--- src/hdl/adc_flag_pkg.sv ---
// Package: register map, field positions, timing and types of the converter flag block
package adc_flag_pkg;
   // ****************************************
   // Register bus
   // ****************************************
   localparam int unsigned ADDR_W = 8;
   localparam int unsigned DATA_W = 8;
   localparam logic [ADDR_W-1:0] OFS_FLAGS    = 8'h00;
   localparam logic [ADDR_W-1:0] OFS_START    = 8'h01;
   localparam logic [ADDR_W-1:0] OFS_DATA     = 8'h04;
   localparam logic [ADDR_W-1:0] OFS_IRQ_STAT = 8'h05;
   localparam logic [ADDR_W-1:0] OFS_IRQ_MASK = 8'h06;

   // ****************************************
   // Field positions and reset values
   // ****************************************
   localparam int unsigned BIT_MODE  = 0;
   localparam int unsigned BIT_CMP   = 1;
   localparam int unsigned BIT_DONE  = 2;
   localparam int unsigned BIT_START = 0;
   localparam int unsigned IRQ_DONE  = 0;
   localparam int unsigned IRQ_CMP   = 1;
   localparam logic [DATA_W-1:0] DATA_RST = 8'h00;
   localparam logic [1:0]        IRQ_RST  = 2'h0;
   localparam logic              MODE_RST = 1'b0;

   // ****************************************
   // Timing in instruction times, clock cycles and ns
   // ****************************************
   localparam int unsigned CLK_PERIOD_NS = 10;
   localparam int unsigned INSTR_CYCLES  = 4;
   localparam int unsigned BIT_INSTR     = 3;
   localparam int unsigned CONV_INSTR    = 25;
   localparam int unsigned START_INSTR   = CONV_INSTR - 8 * BIT_INSTR;
   localparam int unsigned SETTLE_INSTR  = 2;
   localparam int unsigned CONV_CYCLES   = CONV_INSTR * INSTR_CYCLES;
   localparam logic [1:0]  TICK_LAST     = 2'(INSTR_CYCLES - 1);
   localparam logic [1:0]  BIT_LAST      = 2'(BIT_INSTR - 1);
   localparam logic [1:0]  SETTLE_DONE   = 2'(SETTLE_INSTR);
   localparam logic [7:0]  CONV_LEN      = 8'(CONV_CYCLES);

   // ****************************************
   // Types
   // ****************************************
   typedef enum logic [3:0] {
      ST_IDLE   = 4'b0001,
      ST_START  = 4'b0010,
      ST_CONV   = 4'b0100,
      ST_SINGLE = 4'b1000
   } state_type;

   typedef struct packed {
      logic [ADDR_W-1:0] addr;
      logic [DATA_W-1:0] wdata;
      logic              wr;
      logic              rd;
   } bus_req_type;
endpackage

--- src/hdl/adc_flag_control.sv ---
// Flag and sequencing logic of the 8-bit successive-approximation converter
//
// Design decisions made here: the placing of the registers and the plain strobed port.
`timescale 1ns/100ps
`default_nettype none
module adc_flag_control
   import adc_flag_pkg::*;
(
   input  wire logic              CORE_CLK,
   input  wire logic              RST_N,
   input  wire logic [ADDR_W-1:0] BUS_ADDR,
   input  wire logic [DATA_W-1:0] BUS_WDATA,
   input  wire logic              BUS_WR,
   input  wire logic              BUS_RD,
   output var  logic [DATA_W-1:0] BUS_RDATA,
   input  wire logic              COMP_IN,
   output var  logic [DATA_W-1:0] DAC_CODE,
   output var  logic              IRQ
);
   // ****************************************
   // Bus decode
   // ****************************************
   bus_req_type       req;
   logic              start_wr;
   logic              start_set;
   logic              data_wr;
   logic              flags_wr;
   logic              stat_wr;
   logic              mask_wr;

   assign req       = '{addr: BUS_ADDR, wdata: BUS_WDATA, wr: BUS_WR, rd: BUS_RD};
   assign start_wr  = req.wr && (req.addr == OFS_START);
   assign start_set = start_wr && req.wdata[BIT_START];
   assign data_wr   = req.wr && (req.addr == OFS_DATA);
   assign flags_wr  = req.wr && (req.addr == OFS_FLAGS);
   assign stat_wr   = req.wr && (req.addr == OFS_IRQ_STAT);
   assign mask_wr   = req.wr && (req.addr == OFS_IRQ_MASK);

   // ****************************************
   // State
   // ****************************************
   state_type         state_q;
   logic [1:0]        tick_cnt_q;
   logic [1:0]        instr_q;
   logic [2:0]        bit_idx_q;
   logic [1:0]        settle_q;
   logic              mode_select_q;
   logic              conversion_start_q;
   logic              conversion_done_q;
   logic              compare_result_q;
   logic [DATA_W-1:0] conv_data_q;
   logic [1:0]        irq_stat_q;
   logic [1:0]        irq_mask_q;
   logic              tick;
   logic              bit_end;
   logic              settled;
   logic              done_evt;
   logic              cmp_evt;
   logic [DATA_W-1:0] trial_d;

   assign tick     = (tick_cnt_q == TICK_LAST);
   assign bit_end  = (state_q == ST_CONV) && tick && (instr_q == BIT_LAST);
   assign settled  = (settle_q == SETTLE_DONE);
   assign done_evt = bit_end && (bit_idx_q == 3'h0);
   assign cmp_evt  = (state_q == ST_SINGLE) && tick && (settle_q == 2'(SETTLE_INSTR - 1)) && !data_wr && !start_set;

   // Trial code keeps decided bits and sets the bit under test
   always_comb begin
      trial_d = conv_data_q;
      if (state_q == ST_CONV) begin
         trial_d[bit_idx_q] = 1'b1;
      end
   end

   // Instruction grid restarts on start writes that set the start bit and on data writes so timing is exact
   always_ff @(posedge CORE_CLK) begin
      if (!RST_N || start_set || data_wr) begin
         tick_cnt_q <= 2'h0;
      end else begin
         tick_cnt_q <= tick ? 2'h0 : tick_cnt_q + 2'h1;
      end
   end

   // ****************************************
   // Sequencer
   // ****************************************
   always_ff @(posedge CORE_CLK) begin
      if (!RST_N) begin
         state_q   <= ST_IDLE;
         instr_q   <= 2'h0;
         bit_idx_q <= 3'h7;
      end else if (start_set) begin
         state_q <= ST_START;
         instr_q <= 2'h0;
      end else begin
         case (state_q)
            ST_START: begin
               if (tick) begin
                  state_q   <= mode_select_q ? ST_SINGLE : ST_CONV;
                  instr_q   <= 2'h0;
                  bit_idx_q <= 3'h7;
               end
            end
            ST_CONV: begin
               if (tick) begin
                  instr_q <= (instr_q == BIT_LAST) ? 2'h0 : instr_q + 2'h1;
               end
               if (bit_end) begin
                  bit_idx_q <= bit_idx_q - 3'h1;
                  if (bit_idx_q == 3'h0) begin
                     state_q <= ST_IDLE;
                  end
               end
            end
            ST_SINGLE: begin
               if (!mode_select_q) begin
                  state_q <= ST_IDLE;
               end
            end
            default: begin
               state_q <= ST_IDLE;
            end
         endcase
      end
   end

   always_ff @(posedge CORE_CLK) begin
      if (!RST_N) begin
         conversion_start_q <= 1'b0;
      end else if (start_wr) begin
         conversion_start_q <= req.wdata[BIT_START];
      end else if (state_q == ST_START && tick) begin
         conversion_start_q <= 1'b0;
      end
   end

   always_ff @(posedge CORE_CLK) begin
      if (!RST_N) begin
         mode_select_q <= MODE_RST;
      end else if (flags_wr) begin
         mode_select_q <= req.wdata[BIT_MODE];
      end
   end

   always_ff @(posedge CORE_CLK) begin
      if (!RST_N || start_wr) begin
         conversion_done_q <= 1'b0;
      end else if (done_evt) begin
         conversion_done_q <= 1'b1;
      end
   end

   always_ff @(posedge CORE_CLK) begin
      if (!RST_N || start_set) begin
         conv_data_q <= DATA_RST;
      end else if (data_wr) begin
         conv_data_q <= req.wdata;
      end else if (bit_end) begin
         conv_data_q[bit_idx_q] <= COMP_IN;
      end
   end

   // settle count after start or write
   always_ff @(posedge CORE_CLK) begin
      if (!RST_N || start_set || data_wr) begin
         settle_q <= 2'h0;
      end else if (tick && !settled && (state_q == ST_START || state_q == ST_SINGLE)) begin
         settle_q <= settle_q + 2'h1;
      end
   end

   always_ff @(posedge CORE_CLK) begin
      if (!RST_N || data_wr || start_set) begin
         compare_result_q <= 1'b0;
      end else if (state_q == ST_CONV) begin
         compare_result_q <= COMP_IN;
      end else if (state_q == ST_SINGLE && settled) begin
         compare_result_q <= COMP_IN;
      end
   end

   always_ff @(posedge CORE_CLK) begin
      if (!RST_N) begin
         DAC_CODE <= DATA_RST;
      end else begin
         DAC_CODE <= trial_d;
      end
   end

   // ****************************************
   // Interrupts and read port
   // ****************************************
   // Set beats a same-cycle write-one clear so no event is lost
   always_ff @(posedge CORE_CLK) begin
      if (!RST_N) begin
         irq_stat_q <= IRQ_RST;
         irq_mask_q <= IRQ_RST;
         IRQ        <= 1'b0;
      end else begin
         irq_stat_q <= (irq_stat_q & ~(stat_wr ? req.wdata[1:0] : 2'h0)) | {cmp_evt, done_evt};
         if (mask_wr) begin
            irq_mask_q <= req.wdata[1:0];
         end
         IRQ <= |(irq_stat_q & irq_mask_q);
      end
   end

   // Unmapped addresses and idle cycles read as zero
   always_ff @(posedge CORE_CLK) begin
      if (!RST_N || !req.rd) begin
         BUS_RDATA <= 8'h00;
      end else if (req.addr == OFS_FLAGS) begin
         BUS_RDATA <= {5'h00, conversion_done_q, compare_result_q, mode_select_q};
      end else if (req.addr == OFS_START) begin
         BUS_RDATA <= {7'h00, conversion_start_q};
      end else if (req.addr == OFS_DATA) begin
         BUS_RDATA <= conv_data_q;
      end else if (req.addr == OFS_IRQ_STAT) begin
         BUS_RDATA <= {6'h00, irq_stat_q};
      end else if (req.addr == OFS_IRQ_MASK) begin
         BUS_RDATA <= {6'h00, irq_mask_q};
      end else begin
         BUS_RDATA <= 8'h00;
      end
   end

   // ****************************************
   // Checks
   // ****************************************
   logic [7:0] conv_len_q;
   always_ff @(posedge CORE_CLK) begin
      // A restart in mid-conversion measures from the new start write
      if (!RST_N || start_set || !(state_q == ST_START || state_q == ST_CONV)) begin
         conv_len_q <= 8'h00;
      end else begin
         conv_len_q <= conv_len_q + 8'h01;
      end
   end

   a_done_low_busy: assert property (@(posedge CORE_CLK) disable iff (!RST_N)
      (state_q == ST_CONV) |-> !conversion_done_q) else $error("done high during conversion");
   a_done_start_clr: assert property (@(posedge CORE_CLK) disable iff (!RST_N)
      start_wr |=> !conversion_done_q) else $error("done not cleared by start write");
   a_single_cmp_follow: assert property (@(posedge CORE_CLK) disable iff (!RST_N)
      (state_q == ST_SINGLE && settled && !data_wr && !start_set) |=> (compare_result_q == $past(COMP_IN)))
      else $error("single compare does not follow comparator");
   a_cmp_hold_settle: assert property (@(posedge CORE_CLK) disable iff (!RST_N)
      (state_q == ST_SINGLE && !settled) |-> !compare_result_q) else $error("compare set before settle");
   a_conv_cmp_track: assert property (@(posedge CORE_CLK) disable iff (!RST_N)
      (state_q == ST_CONV && !data_wr && !start_set) |=> (compare_result_q == $past(COMP_IN)))
      else $error("compare not tracking conversion");
   a_write_clr_cmp: assert property (@(posedge CORE_CLK) disable iff (!RST_N)
      data_wr |=> !compare_result_q) else $error("compare not cleared by data write");
   a_mode_route: assert property (@(posedge CORE_CLK) disable iff (!RST_N)
      (state_q == ST_START && tick && !start_set) |=> (state_q == ($past(mode_select_q) ? ST_SINGLE : ST_CONV)))
      else $error("wrong mode entered");
   a_start_self_clr: assert property (@(posedge CORE_CLK) disable iff (!RST_N)
      start_set ##1 (!req.wr)[*4] |=> !conversion_start_q) else $error("start flag not self cleared");
   a_start_zero_data: assert property (@(posedge CORE_CLK) disable iff (!RST_N)
      start_set |=> (conv_data_q == 8'h00)) else $error("data not zeroed by start");
   a_conv_length: assert property (@(posedge CORE_CLK) disable iff (!RST_N)
      $rose(conversion_done_q) |-> (conv_len_q == CONV_LEN)) else $error("conversion length wrong");
   a_reset_flags: assert property (@(posedge CORE_CLK)
      !$past(RST_N) |-> (!mode_select_q && !compare_result_q)) else $error("flags not cleared by reset");

   c_conv_done: cover property (@(posedge CORE_CLK) disable iff (!RST_N) done_evt);
   c_single_high: cover property (@(posedge CORE_CLK) disable iff (!RST_N)
      (state_q == ST_SINGLE) && settled && compare_result_q);
   c_restart: cover property (@(posedge CORE_CLK) disable iff (!RST_N) (state_q == ST_CONV) && start_set);
endmodule
`default_nettype wire

--- config.mk ---
export PLATFORM = sky130hd
export DESIGN_NAME = adc_flag_control
export DESIGN_NICKNAME = d
export VERILOG_FILES = /design/src/hdl/adc_flag_pkg.sv /design/src/hdl/adc_flag_control.sv
export SDC_FILE = /design/constraint.sdc
export NUM_CORES = 1
export LEC_CHECK = 0
export BUFFER_PORTS_ARGS = -buffer_cell sky130_fd_sc_hd__clkbuf_2
export CAP_MARGIN = 20
export CORE_MARGIN = 2
export CORE_UTILIZATION = 49
export DETAILED_ROUTE_END_ITERATION = 8
export PLACE_DENSITY = 0.74
export SYNTH_ARGS = -nofsm -noshare
export SYNTH_HDL_FRONTEND = slang
export SYNTH_SLANG_ARGS = --single-unit
export TNS_END_PERCENT = 10
--- constraint.sdc ---
create_clock -name CORE_CLK -period 1.77 [get_ports CORE_CLK]
set_input_delay 0.177 -clock CORE_CLK [delete_from_list [all_inputs] [get_ports CORE_CLK]]
set_output_delay 0.177 -clock CORE_CLK [all_outputs]
set_load 0.02 [all_outputs]
==> impl_table.tex <==
\begin{tabular}{lr}
\hline
Metric & Value \\
\hline
\multicolumn{2}{l}{\textbf{Status}} \\
\quad Status & completed \\
\multicolumn{2}{l}{\textbf{Setup path}} \\
\quad Data required time at the worst endpoint & slightly below 2 ns \\
\quad Setup slack on the worst flop-to-flop path & approximately 0.081 ns \\
\quad Kind of cell adding the most delay to the critical path & simple AND/OR/NAND/NOR gates \\
\quad Chain of cells forming the critical path & or4b\_4 > or2\_1 > nor4b\_1 > o21ai\_1 \\
\quad Worst Path Max Fanout & 7 \\
\quad Combined buffer and inverter count along the critical path & 0 \\
\quad Cell type of the slowest stage on the worst timing path & sky130\_fd\_sc\_hd\_\_or4b\_4 \\
\quad Slowest stage delay, CP & between 0.6 and 0.7 ns \\
\quad Arrival time at the worst endpoint & between 1.5 and 2 ns \\
\quad Nature of the critical path startpoint & register \\
\quad Critical path type & register to register \\
\quad CP endpoint kind & register \\
\multicolumn{2}{l}{\textbf{Logic synthesis}} \\
\quad Simple-gate share of the synthesized area & between 20\% and 30\% \\
\quad EDFF count, synth & 0 \\
\quad Compound-gate portion of the synthesized area & around 16\% \\
\quad \#FFs+latches synth & 46 \\
\quad Fraction of synthesized cell area taken by the top area cell type & between 40\% and 50\% \\
\quad Xor/xnor cell area share of the yosys netlist & 0.820\% \\
\quad Leading area contributor after synthesis & sky130\_fd\_sc\_hd\_\_dfxtp\_1 \\
\quad Post-Synth Adder-Cell Area & roughly 2.9\% \\
\quad Yosys warnings & 0 \\
\quad Most frequent cells after synthesis & sky130\_fd\_sc\_hd\_\_dfxtp\_1 (46), sky130\_fd\_sc\_hd\_\_nor2\_1 (25), sky130\_fd\_sc\_hd\_\_a21oi\_1 (13), sky130\_fd\_sc\_hd\_\_mux2i\_1 (12), sky130\_fd\_sc\_hd\_\_nand2\_1 (12) \\
\quad Top flip-flop cell by instance count after synthesis & sky130\_fd\_sc\_hd\_\_dfxtp\_1 \\
\quad Register area share after synthesis & roughly 43\% \\
\quad Cell with the most instances after synthesis & sky130\_fd\_sc\_hd\_\_dfxtp\_1 \\
\quad Most area-consuming cells after synthesis & sky130\_fd\_sc\_hd\_\_dfxtp\_1 (43\%), sky130\_fd\_sc\_hd\_\_mux2i\_1 (5.6\%), sky130\_fd\_sc\_hd\_\_nor2\_1 (4.4\%) \\
\quad Post-synthesis cell count & around 240 \\
\quad Synth Net Count & roughly 260 \\
\quad Mapped Avg Cell Area & 9.01 um2 \\
\quad Async SR Flop Fraction & 0\% \\
\quad Main combinational cell family by area after synthesis & simple AND/OR/NAND/NOR gates \\
\quad Post-synthesis cell area & between 2000 and 2500 um2 \\
\quad Count of cell types in the netlist & 47 \\
\quad Mux cell area share after synthesis & 6.15\% \\
\multicolumn{2}{l}{\textbf{Clock tree}} \\
\quad Number of buffers added by the clock tree synthesis step & 5 \\
\quad H-tree depth & 2 \\
\quad CTS root buf & sky130\_fd\_sc\_hd\_\_clkbuf\_8 \\
\quad Hold-fix buffers at CTS & 0 \\
\quad Maximum root-to-sink buffer count & 2 \\
\quad Clock tree from TritonCTS & done \\
\quad Clock Sinks & 46 \\
\quad Insertion delay of the later-clocked pin in the worst-skew pair & $\sim$0.3 ns \\
\quad Clock edge transition at the registers on the reported setup and hold paths & 0.08 ns \\
\multicolumn{2}{l}{\textbf{Finish}} \\
\quad Final standard cell area without fillers & 2530 um2 \\
\quad Growth of design area from synthesis to finish & 18.6\% \\
\quad Fraction of layout cells with a size suffix above 1 & 23.7\% \\
\quad Fillcell total & approximately 400 \\
\quad Net count of the finished layout & 309 \\
\quad Core occupancy in the finished layout & between 50\% and 60\% \\
\quad Antenna Cells & 0 \\
\multicolumn{2}{l}{\textbf{Hold path}} \\
\quad Type of the worst min-delay path & input pin to register \\
\multicolumn{2}{l}{\textbf{Power and ir drop}} \\
\quad Highest ir drop seen on vdd & roughly 0.29 mV \\
\quad Pleak & approximately 1.0 nW \\
\quad Power density over the cells & between 600 and 700 nW/um2 \\
\multicolumn{2}{l}{\textbf{Place}} \\
\quad Cell Area, Placed & $\sim$2400 um2 \\
\quad Detailed Place HPWL & approximately 3.5 mm \\
\quad Final GP Congestion & slightly below 0.9 \\
\quad I/O Buffers & 37 \\
\multicolumn{2}{l}{\textbf{STA}} \\
\quad Skew final & about 0.004 ns \\
\quad Worst Max-Slew Pin Slew & approximately 0.53 ns \\
\quad Crit path time final & between 1.5 and 2 ns \\
\quad Portion of the clock cycle consumed by the worst path in the final layout & about 95\% \\
\quad Final-report hold violation count & 0 \\
\quad Top achievable clock speed & 592 MHz \\
\quad Headroom to the max-slew limit & around 65\% \\
\quad Max-slew violation total from the final report & 0 \\
\quad Number of endpoints failing setup at the final stage & 0 \\
\multicolumn{2}{l}{\textbf{Route}} \\
\quad Detailed Route Iter0 Violations & between 150 and 200 \\
\quad Routed Antenna Nets & 0 \\
\quad Routed via count & roughly 1900 \\
\quad Total wire length after detailed routing & 4.65 mm \\
\quad Count of TritonRoute iterations in the first routing pass & 4 \\
\quad Via-per-instance ratio & roughly 5.6 \\
\quad DRC violations left & 0 \\
\quad Final routed wire length divided by cell count & between 10 and 15 um \\
\multicolumn{2}{l}{\textbf{Floorplanning}} \\
\quad Number of cell rows & 24 \\
\quad Vertical extent of the die & between 70 and 80 um \\
\quad Die area & 4900 um2 \\
\quad Placeable Area & $\sim$4300 um2 \\
\quad Boundary pin count & 38 \\
\quad Starting Density & 50.1\% \\
\quad Die X-Extent & approximately 70 um \\
\multicolumn{2}{l}{\textbf{Global route}} \\
\quad Pin count of the biggest net entering global routing & 18 \\
\quad Via count of the first global-routing pass & about 1600 \\
\quad Overall overflow remaining after global route & 0 \\
\quad Initial antenna violation count & 0 \\
\quad First-pass GRT wire length & a little under 8 mm \\
\quad Overall routing resource usage & between 10\% and 20\% \\
\multicolumn{2}{l}{\textbf{Flow run}} \\
\quad Max-cap violations & 0 \\
\hline
\end{tabular}
area by class of cell:
class | count | area [um2] | share of cell area [%]
inverters | 7 | 26.3 | 1.04
well taps | 52 | 65.1 | 2.57
flip-flops and latches | 46 | 921 | 36.4
multi-input cells | 174 | 1170 | 46.0
clock inverters | 2 | 10.0 | 0.395
repair buffers | 49 | 275 | 10.9
clock buffers | 5 | 68.8 | 2.72
kinds of logic (layout without fill, tap and decap cells):
group	count (synthesis)	in the layout
AO/OA/AOI/OAI	54	54
XOR/XNOR	2	2
adder cells (fa/ha/maj)	5	5
buffers and inverters	17	63
flip-flops	46	46
multiplexers	13	13
AND/OR/NAND/NOR	100	100
report_power, final:
part	leakage [nW]	switching [W]	total (W)	internal [W]
logic	0.588	0.0000622	0.000106	0.0000433
registers	0.371	0.00000283	0.00104	0.00104
clock network	0.0438	0.000340	0.000605	0.000265
total	1.00	0.000405	0.00175	0.00135
path summary, 6_finish.rpt:
check / end / from / depth (start not counted)
hold reg to reg: tick_cnt_q[0] / tick_cnt_q[0] / 1
hold / removal: conv_data_q[6] / BUS_WDATA[6] / 3
setup / recovery: bit_idx_q[1] / state_q[1] / 4
setup reg to reg: bit_idx_q[1] / state_q[1] / 4
routing by layer:
metal  track usage (%)  part of all wire [%]  vias up
met5                 0                     0        -
met4              8.55                   2.0        0
met3              3.17                   4.1        9
met2              31.0                    47       45
met1              26.9                    47      868
li1                  -                     -      952
what timing repair did:
item	4_1_cts	5_1_grt
buffers inserted	0	0
endpoints found under the setup margin	2	3
endpoints found under the hold margin	0	0
gates resized for setup	1	2
cell usage in the layout (no fill, tap or decap), types with 3 or more instances in the layout:
cell type	count
sky130_fd_sc_hd__clkbuf_2	37
sky130_fd_sc_hd__o21ai_1	11
sky130_fd_sc_hd__buf_4	12
sky130_fd_sc_hd__nand3b_1	3
sky130_fd_sc_hd__clkbuf_8	5
sky130_fd_sc_hd__nor2b_1	4
sky130_fd_sc_hd__nor3_1	5
sky130_fd_sc_hd__nor4_2	3
sky130_fd_sc_hd__o21a_1	8
sky130_fd_sc_hd__nand2_1	12
sky130_fd_sc_hd__dfxtp_1	46
sky130_fd_sc_hd__nand3_1	7
sky130_fd_sc_hd__and2_1	8
sky130_fd_sc_hd__nand4_1	6
sky130_fd_sc_hd__a21oi_1	13
sky130_fd_sc_hd__nor4_1	4
sky130_fd_sc_hd__o21ai_0	3
sky130_fd_sc_hd__a22oi_1	4
sky130_fd_sc_hd__ha_1	5
sky130_fd_sc_hd__mux2i_1	12
sky130_fd_sc_hd__inv_1	5
sky130_fd_sc_hd__nand2b_1	6
sky130_fd_sc_hd__a31oi_1	7
sky130_fd_sc_hd__nor2_1	25
worst register-to-register path: cells and delay by family, from the launching register on:
kind | cells | cell delay, ns
compound gates | 1 | 0.10
flops | 1 | 0.31
simple gates | 3 | 1.16
registers in the layout, summed over array words and instances (netlist names):
name	cells
BUS_RDATA	8
DAC_CODE	8
IRQ	1
bit_idx_q	3
compare_result_q	1
conv_data_q	8
conversion_done_q	1
conversion_start_q	1
instr_q	2
irq_mask_q	2
irq_stat_q	2
mode_select_q	1
settle_q	2
state_q	4
tick_cnt_q	2
through the flow:
stage	hold slack [ns]	instances	setup slack [ns]	TNS, ns	power [W]
finish	0.144	335	0.0807	0	0.00175
CTS	0.146	335	0.0730	0	0.00176
global placement	0.415	328	0.0466	0	0.00117
global route	0.159	335	-0.0315	-0.0812	0.00181
detailed placement	0.417	328	-0.0325	-0.0325	0.00117
floorplan	0.256	237	0.0686	0	0.00112
Note: power is estimated with default switching activity, not from simulation.
